--- src/common/tmw_pkg.sv ---
// shared constants for the 16-bit timer waveform output block
package tmw_pkg;

    localparam int ADDR_W = 5;
    localparam int DATA_W = 16;
    localparam int PRESC_W = 10;
    localparam int CHANNELS = 2;

    // register byte offsets
    localparam logic [ADDR_W-1:0] REG_CTRL    = 5'h00;
    localparam logic [ADDR_W-1:0] REG_COUNT   = 5'h04;
    localparam logic [ADDR_W-1:0] REG_CMP_A   = 5'h08;
    localparam logic [ADDR_W-1:0] REG_CMP_B   = 5'h0C;
    localparam logic [ADDR_W-1:0] REG_CAPTURE = 5'h10;
    localparam logic [ADDR_W-1:0] REG_FLAGS   = 5'h14;
    localparam logic [ADDR_W-1:0] REG_FORCE   = 5'h18;
    localparam logic [ADDR_W-1:0] REG_STATUS  = 5'h1C;

    // control field positions
    localparam int CTRL_WAVE_LSB   = 0;
    localparam int CTRL_MODE_A_LSB = 4;
    localparam int CTRL_MODE_B_LSB = 6;
    localparam int CTRL_CLKSEL_LSB = 8;
    localparam int CTRL_DIR_A      = 11;
    localparam int CTRL_DIR_B      = 12;
    localparam int CTRL_PORT_A     = 13;
    localparam int CTRL_PORT_B     = 14;

    // flag bit positions
    localparam int FLAG_OVF   = 0;
    localparam int FLAG_CMP_A = 1;
    localparam int FLAG_CMP_B = 2;
    localparam int FLAG_CAPT  = 3;

    // reset values
    localparam logic [DATA_W-1:0] CTRL_RESET  = 16'h0000;
    localparam logic [DATA_W-1:0] COUNT_RESET = 16'h0000;
    localparam logic [DATA_W-1:0] CMP_RESET   = 16'h0000;
    localparam logic [DATA_W-1:0] CAPT_RESET  = 16'h0000;
    localparam logic [3:0]        FLAGS_RESET = 4'h0;

    // waveform mode field values
    localparam logic [3:0] WAVE_NORMAL    = 4'h0;
    localparam logic [3:0] WAVE_CTC_CMP   = 4'h4;
    localparam logic [3:0] WAVE_FAST_8    = 4'h5;
    localparam logic [3:0] WAVE_FAST_9    = 4'h6;
    localparam logic [3:0] WAVE_FAST_10   = 4'h7;
    localparam logic [3:0] WAVE_CTC_CAPT  = 4'hC;
    localparam logic [3:0] WAVE_FAST_CAPT = 4'hE;
    localparam logic [3:0] WAVE_FAST_CMP  = 4'hF;

    // counter extremes and fixed tops
    localparam logic [DATA_W-1:0] TOP_MAX      = 16'hFFFF;
    localparam logic [DATA_W-1:0] TOP_8        = 16'h00FF;
    localparam logic [DATA_W-1:0] TOP_9        = 16'h01FF;
    localparam logic [DATA_W-1:0] TOP_10       = 16'h03FF;
    localparam logic [DATA_W-1:0] COUNT_BOTTOM = 16'h0000;

    // compare output mode values
    localparam logic [1:0] OUT_NONE   = 2'h0;
    localparam logic [1:0] OUT_TOGGLE = 2'h1;
    localparam logic [1:0] OUT_CLEAR  = 2'h2;
    localparam logic [1:0] OUT_SET    = 2'h3;

    // clock select values and prescaler masks
    localparam logic [2:0] CLK_STOP    = 3'h0;
    localparam logic [2:0] CLK_DIV1    = 3'h1;
    localparam logic [2:0] CLK_DIV8    = 3'h2;
    localparam logic [2:0] CLK_DIV64   = 3'h3;
    localparam logic [2:0] CLK_DIV256  = 3'h4;
    localparam logic [2:0] CLK_DIV1024 = 3'h5;
    localparam logic [PRESC_W-1:0] MASK_DIV1    = 10'h000;
    localparam logic [PRESC_W-1:0] MASK_DIV8    = 10'h007;
    localparam logic [PRESC_W-1:0] MASK_DIV64   = 10'h03F;
    localparam logic [PRESC_W-1:0] MASK_DIV256  = 10'h0FF;
    localparam logic [PRESC_W-1:0] MASK_DIV1024 = 10'h3FF;
    localparam logic [PRESC_W-1:0] PRESC_RESET  = 10'h000;

endpackage

--- src/verilog/tmw_prescaler.sv ---
// timer clock enable divider for the waveform timer
`timescale 1ns/100ps
module tmw_prescaler
    import tmw_pkg::*;
(
    input  wire logic       ref_clk,
    input  wire logic       rst_n,
    input  wire logic [2:0] clk_select,
    output logic            timer_tick
);

    logic [PRESC_W-1:0] div_count;
    logic [PRESC_W-1:0] sel_mask;
    logic               sel_valid;

    // free running, so a new factor takes effect without a restart
    always_ff @(posedge ref_clk or negedge rst_n) begin
        if (!rst_n) begin
            div_count <= PRESC_RESET;
        end else begin
            div_count <= div_count + 10'h001;
        end
    end

    assign sel_mask = (clk_select == CLK_DIV8)    ? MASK_DIV8 :
                      (clk_select == CLK_DIV64)   ? MASK_DIV64 :
                      (clk_select == CLK_DIV256)  ? MASK_DIV256 :
                      (clk_select == CLK_DIV1024) ? MASK_DIV1024 : MASK_DIV1; // [RULE15]
    assign sel_valid = (clk_select != CLK_STOP) && (clk_select <= CLK_DIV1024);
    assign timer_tick = sel_valid && ((div_count & sel_mask) == sel_mask); // [RULE15]

endmodule

--- src/verilog/tmw_timer.sv ---
// 16-bit timer with compare output waveform generation
`timescale 1ns/100ps
// Summary of operation
// RULE1: reset clears each output compare state to zero.
// RULE2: nonzero output mode routes state to pin; direction bit still enables.
// RULE3: output state can be preset while the pin is not driven.
// RULE4: output mode never affects capture behaviour.
// RULE5: output mode zero leaves the state untouched on match.
// RULE6: new output mode acts at next match; force applies it at once.
// RULE7: counting depends on waveform mode only, not output mode.
// RULE8: mode zero counts up freely, wrapping 0xFFFF to 0x0000.
// RULE9: normal mode overflow flag sets as counter becomes zero; software clears.
// RULE10: counter writes accepted at any time in normal mode.
// RULE11: modes 4 and 12 clear counter at compare A or capture value.
// RULE12: clear-on-match top unbuffered; low top means wrap via maximum first.
// RULE13: reaching top sets compare A flag or capture flag accordingly.
// RULE14: channel A toggle mode in clear-on-match toggles on every match.
// RULE15: timer tick divides clock by 1, 8, 64, 256 or 1024.
// RULE16: clear-on-match overflow flag sets on maximum to zero pass.
// RULE17: modes 5, 6, 7, 14, 15 are single-slope fast PWM.
// RULE18: fast PWM non-inverting sets on match, clears at top; inverting opposite.
// RULE19: fast PWM tops 0xFF, 0x1FF, 0x3FF, capture, compare A; clear next tick.
// RULE20: software keeps variable top at least 0x0003.
// RULE21: fast PWM compare match sets that channel's flag.
// RULE22: PWM compare writes are buffered and loaded at top.
// RULE23: force updates state only, no flag, no counter effect.
// RULE24: fast PWM overflow flag sets each time top is reached.
// RULE25: fast PWM mode two non-inverted, mode three inverted.
// RULE26: counter compared with each compare value per tick, one-cycle match.
module tmw_timer
    import tmw_pkg::*;
(
    input  wire logic              ref_clk,
    input  wire logic              rst_n,
    input  wire logic [ADDR_W-1:0] reg_addr,
    input  wire logic [DATA_W-1:0] reg_wdata,
    input  wire logic              reg_write,
    input  wire logic              reg_read,
    output logic      [DATA_W-1:0] reg_rdata,
    input  wire logic [3:0]        flag_ack,
    output logic      [3:0]        event_flags,
    output logic                   pin_a_out,
    output logic                   pin_a_oe,
    output logic                   pin_b_out,
    output logic                   pin_b_oe
);

    logic [DATA_W-1:0] ctrl;
    logic [DATA_W-1:0] counter;
    logic [DATA_W-1:0] capture_value;
    logic [DATA_W-1:0] cmp_buf [CHANNELS];
    logic [DATA_W-1:0] cmp_active [CHANNELS];
    logic [3:0]        flags;
    logic [CHANNELS-1:0] oc_state;
    logic              match_block;
    logic [DATA_W-1:0] next_counter;
    logic [DATA_W-1:0] next_rdata;
    logic [3:0]        next_flags;

    // decode wires
    logic              wr_ctrl;
    logic              wr_count;
    logic              wr_capture;
    logic              wr_flags;
    logic              wr_force;
    logic [CHANNELS-1:0] wr_cmp;
    logic [3:0]        wave;
    logic [2:0]        clk_select;
    logic              timer_tick;
    logic              mode_fast;
    logic              mode_ctc;
    logic              top_from_capture;
    logic              top_from_cmp;
    logic [DATA_W-1:0] top_value;
    logic              top_hit;
    logic              ovf_event;
    logic [CHANNELS-1:0] match;
    logic [CHANNELS-1:0] force_hit;
    logic [1:0]        out_mode [CHANNELS];
    logic [CHANNELS-1:0] pin_dir;
    logic [CHANNELS-1:0] pin_port;
    logic [3:0]        flag_set;
    logic [3:0]        flag_clr;

    function automatic logic is_fast(input logic [3:0] w);
        is_fast = (w == WAVE_FAST_8) || (w == WAVE_FAST_9) || (w == WAVE_FAST_10) ||
                  (w == WAVE_FAST_CAPT) || (w == WAVE_FAST_CMP);
    endfunction

    // non-PWM action on a match or a force strobe
    function automatic logic match_action(input logic [1:0] m, input logic cur);
        case (m)
            OUT_TOGGLE: match_action = ~cur; // [RULE14]
            OUT_CLEAR:  match_action = 1'b0;
            OUT_SET:    match_action = 1'b1;
            default:    match_action = cur; // [RULE5]
        endcase
    endfunction

    assign wr_ctrl    = reg_write && (reg_addr == REG_CTRL);
    assign wr_count   = reg_write && (reg_addr == REG_COUNT);
    assign wr_cmp[0]  = reg_write && (reg_addr == REG_CMP_A);
    assign wr_cmp[1]  = reg_write && (reg_addr == REG_CMP_B);
    assign wr_capture = reg_write && (reg_addr == REG_CAPTURE);
    assign wr_flags   = reg_write && (reg_addr == REG_FLAGS);
    assign wr_force   = reg_write && (reg_addr == REG_FORCE);

    assign wave        = ctrl[CTRL_WAVE_LSB +: 4];
    assign clk_select  = ctrl[CTRL_CLKSEL_LSB +: 3];
    assign out_mode[0] = ctrl[CTRL_MODE_A_LSB +: 2];
    assign out_mode[1] = ctrl[CTRL_MODE_B_LSB +: 2];
    assign pin_dir     = {ctrl[CTRL_DIR_B], ctrl[CTRL_DIR_A]};
    assign pin_port    = {ctrl[CTRL_PORT_B], ctrl[CTRL_PORT_A]};

    tmw_prescaler u_prescaler (
        .ref_clk    (ref_clk),
        .rst_n      (rst_n),
        .clk_select (clk_select),
        .timer_tick (timer_tick)
    );

    // sequence is chosen by waveform mode alone, output mode never enters here
    assign mode_fast = is_fast(wave); // [RULE7] [RULE17]
    assign mode_ctc  = (wave == WAVE_CTC_CMP) || (wave == WAVE_CTC_CAPT); // [RULE11]
    assign top_from_cmp     = (wave == WAVE_CTC_CMP) || (wave == WAVE_FAST_CMP);
    assign top_from_capture = (wave == WAVE_CTC_CAPT) || (wave == WAVE_FAST_CAPT);
    assign top_value = top_from_cmp           ? cmp_active[0] :
                       top_from_capture       ? capture_value :
                       (wave == WAVE_FAST_8)  ? TOP_8 :
                       (wave == WAVE_FAST_9)  ? TOP_9 :
                       (wave == WAVE_FAST_10) ? TOP_10 : TOP_MAX; // [RULE19]

    // exact equality only: a top below the count is missed until the wrap
    assign top_hit = timer_tick && !match_block && (mode_ctc || mode_fast) &&
                     (counter == top_value); // [RULE11] [RULE12] [RULE19]

    // counter write blocks matches for one tick, top included
    assign next_counter = wr_count   ? reg_wdata : // [RULE10]
                          top_hit    ? COUNT_BOTTOM : // [RULE11] [RULE19]
                          timer_tick ? counter + 16'h0001 : counter; // [RULE8]

    assign ovf_event = mode_fast ? top_hit : // [RULE24]
                       (timer_tick && (counter == TOP_MAX)); // [RULE9] [RULE16]

    genvar gi;
    generate
        for (gi = 0; gi < CHANNELS; gi++) begin : g_chan
            logic next_oc;
            logic pwm_toggle_ok;

            assign match[gi] = timer_tick && !match_block &&
                               (counter == cmp_active[gi]); // [RULE26]
            assign force_hit[gi] = wr_force && reg_wdata[gi] && !mode_fast; // [RULE6] [RULE23]
            assign pwm_toggle_ok = (gi == 0) && (wave == WAVE_FAST_CMP);

            // match wins over top so compare equal to top gives a steady level
            assign next_oc =
                !mode_fast ? ((match[gi] || force_hit[gi]) ?
                              match_action(out_mode[gi], oc_state[gi]) : oc_state[gi]) :
                (out_mode[gi] == OUT_CLEAR) ? (match[gi] ? 1'b1 :
                                               top_hit ? 1'b0 : oc_state[gi]) : // [RULE18] [RULE25]
                (out_mode[gi] == OUT_SET)   ? (match[gi] ? 1'b0 :
                                               top_hit ? 1'b1 : oc_state[gi]) : // [RULE18] [RULE25]
                (out_mode[gi] == OUT_TOGGLE && pwm_toggle_ok && match[gi]) ?
                    ~oc_state[gi] : oc_state[gi]; // [RULE5]

            always_ff @(posedge ref_clk or negedge rst_n) begin
                if (!rst_n) begin
                    oc_state[gi] <= 1'b0; // [RULE1]
                end else begin
                    oc_state[gi] <= next_oc; // [RULE3] [RULE6]
                end
            end

            // pwm writes land in the buffer and load at top; otherwise direct
            always_ff @(posedge ref_clk or negedge rst_n) begin
                if (!rst_n) begin
                    cmp_buf[gi]    <= CMP_RESET;
                    cmp_active[gi] <= CMP_RESET;
                end else begin
                    if (wr_cmp[gi]) begin
                        cmp_buf[gi] <= reg_wdata;
                    end
                    if (wr_cmp[gi] && !mode_fast) begin
                        cmp_active[gi] <= reg_wdata; // [RULE12]
                    end else if (mode_fast && top_hit) begin
                        cmp_active[gi] <= cmp_buf[gi]; // [RULE22]
                    end
                end
            end
        end
    endgenerate

    // pin mux: override only when output mode nonzero, direction bit gates
    assign pin_a_out = (out_mode[0] != OUT_NONE) ? oc_state[0] : pin_port[0]; // [RULE2]
    assign pin_b_out = (out_mode[1] != OUT_NONE) ? oc_state[1] : pin_port[1]; // [RULE2]
    assign pin_a_oe  = pin_dir[0]; // [RULE2]
    assign pin_b_oe  = pin_dir[1]; // [RULE2]

    // force strobes never reach the flags
    assign flag_set[FLAG_OVF]   = ovf_event; // [RULE9] [RULE16] [RULE24]
    assign flag_set[FLAG_CMP_A] = match[0]; // [RULE13] [RULE21]
    assign flag_set[FLAG_CMP_B] = match[1]; // [RULE21]
    // capture flag follows top only, independent of output mode
    assign flag_set[FLAG_CAPT]  = top_hit && top_from_capture; // [RULE13] [RULE4]
    assign flag_clr = (wr_flags ? reg_wdata[3:0] : 4'h0) | flag_ack;
    assign next_flags = (flags & ~flag_clr) | flag_set; // [RULE9]
    assign event_flags = flags;

    assign next_rdata =
        !reg_read                    ? 16'h0000 :
        (reg_addr == REG_CTRL)       ? ctrl :
        (reg_addr == REG_COUNT)      ? counter :
        (reg_addr == REG_CMP_A)      ? cmp_buf[0] :
        (reg_addr == REG_CMP_B)      ? cmp_buf[1] :
        (reg_addr == REG_CAPTURE)    ? capture_value :
        (reg_addr == REG_FLAGS)      ? {12'h000, flags} :
        (reg_addr == REG_STATUS)     ? {14'h0000, oc_state} : 16'h0000;

    always_ff @(posedge ref_clk or negedge rst_n) begin
        if (!rst_n) begin
            ctrl          <= CTRL_RESET;
            counter       <= COUNT_RESET;
            capture_value <= CAPT_RESET;
            flags         <= FLAGS_RESET;
            match_block   <= 1'b0;
            reg_rdata     <= 16'h0000;
        end else begin
            if (wr_ctrl) begin
                ctrl <= reg_wdata;
            end
            if (wr_capture) begin
                capture_value <= reg_wdata; // [RULE12]
            end
            counter   <= next_counter;
            flags     <= next_flags;
            reg_rdata <= next_rdata;
            if (wr_count) begin
                match_block <= 1'b1;
            end else if (timer_tick) begin
                match_block <= 1'b0;
            end
        end
    end

endmodule

--- config.mk ---
export PLATFORM = sky130hd
export DESIGN_NAME = tmw_timer
export DESIGN_NICKNAME = d
export VERILOG_FILES = /design/src/common/tmw_pkg.sv /design/src/verilog/tmw_prescaler.sv /design/src/verilog/tmw_timer.sv
export SDC_FILE = /design/constraint.sdc
export NUM_CORES = 1
export LEC_CHECK = 0
export BUFFER_PORTS_ARGS = -buffer_cell sky130_fd_sc_hd__buf_2
export CAP_MARGIN = 5
export CORE_MARGIN = 5
export CORE_UTILIZATION = 55
export DETAILED_ROUTE_END_ITERATION = 8
export GPL_TIMING_DRIVEN = 0
export PLACE_DENSITY_LB_ADDON = 0.25
export SLEW_MARGIN = 20
export SYNTH_ARGS = -nofsm -noshare
export SYNTH_HDL_FRONTEND = slang
export SYNTH_SLANG_ARGS = --single-unit
--- constraint.sdc ---
create_clock -name ref_clk -period 5.48 [get_ports ref_clk]
set_input_delay 1.096 -clock ref_clk [delete_from_list [all_inputs] [get_ports ref_clk]]
set_output_delay 1.096 -clock ref_clk [all_outputs]
set_load 0.005 [all_outputs]
==> results of run 1 <==
-- cell families (layout without fill, tap and decap cells) --
family	count (synthesis)	count (layout)	share of synthesized area (%)
flip-flops	145	145	44.7
multiplexers	102	102	14.2
adder cells (fa/ha/maj)	3	3	0.463
AO/OA/AOI/OAI	168	168	15.3
buffers and inverters	72	150	3.73
XOR/XNOR	61	61	6.59
AND/OR/NAND/NOR	230	230	15.0
-- Yosys cell counts (all sizes together), types with 8 or more instances --
library cell and count:
xnor2 30, mux2 67, o31ai 18, o21ai 25, nor2 56, nand4 19, clkbuf 40, dfrtp 145
a21o 20, a222oi 14, nand2 59, nor4 13, a21oi 24, nor3 9, o211ai 8, a22o 18
xor2 31, mux2i 31, nand3 11, nor2b 21, inv 16, buf 16
-- worst paths after layout --
path	startpoint	end	slack, ns	cells past startpoint
worst max-delay path	ctrl[3]	cmp_active[25]	1.88	10
worst min-delay path	u_prescaler.div_count[0]	u_prescaler.div_count[0]	0.49	1
worst max register to register	ctrl[3]	cmp_active[25]	1.88	10
worst min register to register	u_prescaler.div_count[0]	u_prescaler.div_count[0]	0.49	1
max in group asynchronous	rst_n	capture_value[2]	4.10	2
min in group asynchronous	rst_n	reg_rdata[11]	0.64	1
-- critical path, delay by kind of cell (launching register included) --
family                 cells  cell delay (ns)
AO/OA/AOI/OAI              3             0.56
XOR/XNOR                   1             0.18
buffers and inverters      2             0.49
flip-flops                 1             0.41
multiplexers               1             0.25
AND/OR/NAND/NOR            3             1.57
-- routing by layer --
layer | up-vias | global-route usage, %
li1 | 3004 | -
met1 | 3486 | 37.9
met2 | 432 | 44.8
met3 | 77 | 7.49
met4 | 0 | 12.8
met5 | - | 0
-- final cells by class --
class	count	share of cell area, %
sequential	145	39.4
inverter	16	0.652
multi-input combinational	564	45.4
buffer	56	2.63
clock inverter	9	1.44
timing repair buffer	49	3.01
tap	184	2.50
clock buffer	20	4.96
-- per-stage QoR --
stage | cell area, um^2 | power, uW | utilization (%) | cells
finish | 9210 | 3830 | 63.6 | 1043
global route | 9210 | 3990 | 63.6 | 1043
CTS | 9210 | 3800 | 63.6 | 1043
detailed placement | 8620 | 2620 | 59.6 | 1014
global placement | 8580 | 2570 | 59.3 | 1013
floorplan | 8110 | 2240 | - | 781
-- power by group through the flow --
stage	Combinational [uW]	Sequential (uW)	Clock [uW]
floorplan	845	1400	0
global placement	1110	1460	0
detailed placement	1150	1470	0
CTS	1160	1460	1180
global route	1270	1480	1240
finish	1180	1470	1180
-- state kept, by name (all words and copies together) (netlist names) --
signal	cells
oc_state	2
match_block	1
cmp_buf	32
reg_rdata	16
event_flags	4
ctrl	16
u_prescaler.div_count	10
cmp_active	32
capture_value	16
counter	16
==> impl_metrics.csv, run 1 <==
group,metric,value,unit
cts,clockBufferDepth,2,
pwr,p_leak,0.00409,uW
drt,mean_number_of_vias_per_cell,6.71,
global_route,grt_usage,28.7,%
drt,drt_iter0_drc,918,
cts,cts_made_buffers,17,
timing,finalWorstPathRequiredPeriod,3.60,ns
worst_setup_path,timing.critical_path.cells,"buf_2 -> nor3_2 -> a221oi_1 -> xor2_1 -> o211ai_1 -> nand4_1 -> nor4_4 -> buf_6 -> mux2i_1 -> a21oi_1",
pwr,power_density,416,nW/um^2
floorplan,die-width,131,um
yosys,synth_flop_cell,"dfrtp_1",
pwr,switching_share,35.1,%
yosys,sequential_element_share_of_the_synthesized_area,44.7,%
floorplan,die_y,131,um
pwr,combinational_power_share,30.9,%
global_route,grt_pass1_vias,7044,
timing,timing.fmax,278,MHz
timing,final.setup.worst_slack,1.88,ns
cts,post_cts_hold_buffer_count,0,
floorplan,initial_core_util,56.0,%
timing,fin_tns_setup,0,ns
cts,cts_sinks,145,
timing,timing.max_slew.rel_slack,41.9,%
drt,drc_errors,0,
pwr,share_clk_of_total_power,30.8,%
drt,num_vias,6999,
global_route,pin_count_of_the_biggest_net_entering_global_routing,75,
cts,post_cts_resize_count,0,
worst_setup_path,critical-path-slowest-cell,"nor4_4",
yosys,synthesized_netlist_net_count,813,
pwr,int_pwr,2490,uW
yosys,synthDistinctLibCells,68,
yosys,post_synth_main_area_contributors,"dfrtp_1, mux2_2, mux2i_1, xor2_1, xnor2_1",
pwr,netsw,1350,uW
worst_setup_path,worst_setup_path_end_kind,"flop",
finish,regArea,3630,um^2
worst_setup_path,timing.critical_path.fanout_max,10,
placed_design,gp_congestion,0.946,
flow_run,maxCapViolCount,0,
cts,cts_root_buffer,"clkbuf_16",
pwr,vdd.ir_drop.worst,0.000254,V
global_route,antenna_found_initial,0,
worst_setup_path,critPathLaunchType,"flop",
yosys,netlist.area_leader.share,44.7,%
floorplan,design.die.area,17300,um^2
placed_design,preCtsSetupSlack,1.62,ns
hold_path,min_path_type,"reg2reg",
drt,top_routing_layer_in_use,"met4",
timing,setup_viol,0,
yosys,synth-warning-count,0,
yosys,ys_async_sr_fraction,100,%
timing,final.hold.worst_slack,0.487,ns
drt,detail_route.wl_per_cell,24.0,um
timing,fin_worst_skew,0.00770,ns
yosys,post_synth_instance_area,8110,um^2
timing,timing_hold_violations_final,0,
timing,rsz0062_at_grt,"no",
global_route,global_route.overflow_total,0,
floorplan,ios,53,
placed_design,detailedPlacementHpwl,18.4,mm
drt,route.met2.wl,11.8,mm
timing,slew_violations,0,
placed_design,io_buffers,48,
worst_setup_path,timing.critical_path.arrival,3.89,ns
drt,wl_met1,9.92,mm
finish,num_antenna_cells,0,
finish,num-fill-cells,1135,
yosys,syn-instance-count,781,
floorplan,std_cell_rows,44,
yosys,synthDominantAreaCellType,"dfrtp_1",
worst_setup_path,cp_slowest_stage_delay,0.82,ns
timing,timing.final.crit_share,65.7,%
yosys,yosys_register_bits,145,
worst_setup_path,worst_path_class_setup,"reg2reg",
finish,multi_input_comb_area,4190,um^2
cts,insertion_delay,0.43,ns
finish,layout_commonest_cell,"dfrtp_1",
yosys,post_synthesis_average_cell_area,10.4,um^2
finish,fraction_of_final_layout_cells_with_drive_strength_greater_than_1,20.5,%
floorplan,core_region_area,14500,um^2
global_route,first_pass_grt_wire_length,39.1,mm
worst_setup_path,critical_path_required,5.77,ns
drt,routed_wirelength,25.1,mm
cts,cts_setup_buffers,0,
outcome,run_status,"finished clean",
finish,syn_to_final_growth,13.6,%
yosys,synth_enable_flop_cells,0,
drt,antenna_left,0,
drt,met3RoutedLength,2.38,mm
finish,nets,881,
finish,layout.cells.most_common_list,"dfrtp_1, mux2_2, nand2_1, buf_2, nor2_1",
drt,detailedRoute.firstPassIterationCount,7,
timing,timing_worst_slew_pin_value,0.865,ns
cts,cts_tree,"yes",
cts,clock_tree.htree_level_count,4,
pwr,sequentialPowerShare,38.3,%
cts,clk_transition_reported_paths,0.06,ns
Power figures use the tool's default switching activity.
==> run 2, diff against run 1 <==
ABC_AREA = 1   (was unset)
clock period = 3.6 ns   (was 5.48 ns; I/O delays follow)
==> run 2 against run 1 <==
  * Core utilization fell by 0.60 points
  * Sequential power up 49%
  * Worst setup slack worse by 1.4 ns
  * Clock skew up 0.0018 ns
  * Combinational power up 54%
  * Hold slack worse by 0.32 ns
  * Critical path type is now in2reg
  * First-iteration DRC count is 6.5% higher
  * Area after synthesis rose by 3.3%
==> impl_metrics.csv, run 2 <==
group,metric,value,unit
yosys,synth_enable_flop_cells,0,
cts,cts_root_buffer,"clkbuf_16",
finish,layout.cells.most_common_list,"nand2_1, dfrtp_1, inv_1, nor2_1, o21ai_0",
placed_design,io_buffers,51,
timing,slew_violations,0,
timing,timing_hold_violations_final,0,
floorplan,initial_core_util,55.5,%
floorplan,ios,53,
pwr,p_leak,0.00489,uW
floorplan,die-width,133,um
worst_setup_path,timing.critical_path.arrival,3.40,ns
placed_design,preCtsSetupSlack,0.198,ns
worst_setup_path,critical-path-slowest-cell,"nor2_2",
cts,clk_transition_reported_paths,0.07,ns
yosys,syn-instance-count,1169,
yosys,synth_flop_cell,"dfrtp_1",
timing,timing.final.crit_share,85.6,%
cts,post_cts_resize_count,0,
yosys,sequential_element_share_of_the_synthesized_area,43.3,%
global_route,global_route.overflow_total,0,
cts,clockBufferDepth,2,
timing,timing.max_slew.rel_slack,50.0,%
finish,nets,1272,
timing,setup_viol,0,
drt,detailedRoute.firstPassIterationCount,5,
cts,cts_tree,"yes",
hold_path,min_path_type,"in2async",
outcome,run_status,"finished clean",
yosys,yosys_register_bits,145,
timing,final.hold.worst_slack,0.169,ns
flow_run,maxCapViolCount,0,
timing,timing.fmax,325,MHz
worst_setup_path,worst_path_class_setup,"in2reg",
floorplan,core_region_area,15100,um^2
yosys,synthDistinctLibCells,40,
finish,fin_area,9510,um^2
timing,finalWorstPathRequiredPeriod,3.08,ns
yosys,post_synth_instance_area,8380,um^2
yosys,post_synthesis_average_cell_area,7.17,um^2
global_route,grt_usage,31.5,%
yosys,synthDominantAreaCellType,"dfrtp_1",
finish,fraction_of_final_layout_cells_with_drive_strength_greater_than_1,10.3,%
drt,detail_route.wl_per_cell,19.2,um
global_route,grt_pass1_vias,7720,
cts,clock_tree.htree_level_count,4,
cts,insertion_delay,0.44,ns
worst_setup_path,worst_setup_path_end_kind,"flop",
pwr,vdd.ir_drop.worst,0.000356,V
timing,final.setup.worst_slack,0.520,ns
floorplan,design.die.area,17800,um^2
drt,drt_iter0_drc,978,
timing,rsz0062_at_grt,"no",
placed_design,detailedPlacementHpwl,21.3,mm
worst_setup_path,critPathLaunchType,"primary input",
timing,timing_worst_slew_pin_value,0.747,ns
placed_design,dp_cells,1409,
cts,cts_made_buffers,17,
placed_design,placed_area,8910,um^2
worst_setup_path,reg2reg_depth,10,
finish,syn_to_final_growth,13.5,%
worst_setup_path,critical_path_required,3.92,ns
drt,drc_errors,0,
yosys,ys_async_sr_fraction,100,%
drt,routed_wirelength,27.7,mm
finish,layout_top_registers,"cmp_active (32), cmp_buf (32)",
timing,fin_worst_skew,0.00949,ns
yosys,post_synth_main_area_contributors,"dfrtp_1, nand2_1, o21ai_0, inv_1, nor2_1",
global_route,first_pass_grt_wire_length,42.6,mm
yosys,synth.most_common_cell,"nand2_1",
cts,cts_setup_buffers,0,
finish,num_antenna_cells,0,
floorplan,std_cell_rows,45,
yosys,synth_commonest_cells,"nand2_1, dfrtp_1, inv_1",
worst_setup_path,timing.critical_path.cells,"buf_2 -> nor2_1 -> inv_1 -> nor3_2 -> inv_1 -> nor2_2 -> inv_2 -> nor2_2 -> nor2_1 -> clkbuf_1 -> a21oi_1 -> a21oi_1",
finish,fin_cells,1441,
placed_design,gp_congestion,0.980,
pwr,power_density,613,nW/um^2
finish,layout_commonest_cell,"nand2_1",
drt,antenna_left,0,
timing,fin_tns_setup,0,ns
yosys,synth-warning-count,0,
cts,cts_sinks,145,
yosys,synthesized_netlist_net_count,1201,
global_route,pin_count_of_the_biggest_net_entering_global_routing,100,
worst_setup_path,timing.critical_path.fanout_max,10,
drt,mean_number_of_vias_per_cell,5.78,
floorplan,die_y,133,um
cts,post_cts_hold_buffer_count,0,
worst_setup_path,cp_slowest_stage_delay,0.45,ns
drt,num_vias,8329,
global_route,antenna_found_initial,0,
yosys,netlist.area_leader.share,43.3,%
run 2: cell families after synthesis:
family          synth area share [%]
simple gates                    30.0
xor+xnor                        3.45
flops                           43.3
compound gates                  13.5
mux                            0.134
buf+inv                         9.20
fa+ha+maj                      0.448
run 2: worst paths after layout:
kind                       slack, ns                        to                     start
setup / recovery                0.52               counter[15]               reg_addr[1]
hold / removal                  0.17          capture_value[4]                     rst_n
setup reg to reg                0.59            cmp_active[30]                   ctrl[1]
hold reg to reg                 0.45  u_prescaler.div_count[0]  u_prescaler.div_count[0]
max in group asynchronous       2.63               cmp_buf[24]                     rst_n
min in group ref_clk            0.45  u_prescaler.div_count[0]  u_prescaler.div_count[0]
run 2: where the power goes:
part / switching (uW) / total [uW] / internal (uW)
Clock: 872 / 1820 / 944
Combinational: 1210 / 1820 / 613
Sequential: 252 / 2190 / 1940
run 2: area by class of cell:
type	instances	area [um^2]
inverter	140	526
clock buffer	17	425
buffer	51	245
tap	188	235
multi-input combinational	833	3980
fill	1419	5580
sequential	145	3630
clock inverter	15	180
timing repair buffer	52	293
run 2: layer usage:
| metal | up-vias | GRT usage, % | share of wire (%) |
|---|---|---|---|
| li1 | 3895 | - | - |
| met1 | 3928 | 42.4 | 42 |
| met2 | 420 | 48.7 | 44 |
| met3 | 86 | 5.66 | 8.4 |
| met4 | 0 | 16.6 | 6.2 |
| met5 | - | 0 | 0 |
run 2: metrics by stage:
stage / power, uW / utilization (%)
floorplan: 3420 / -
global placement: 3960 / 58.8
detailed placement: 4000 / 59.0
CTS: 5800 / 63.0
global route: 6150 / 63.0
finish: 5830 / 63.0
run 2: worst max-delay path, delay by kind of cell:
kind / cells / cell delay, ns
buffers and inverters: 5 / 0.74
and+or+nand+nor: 5 / 1.62
AOI/OAI and AO/OA: 2 / 0.31
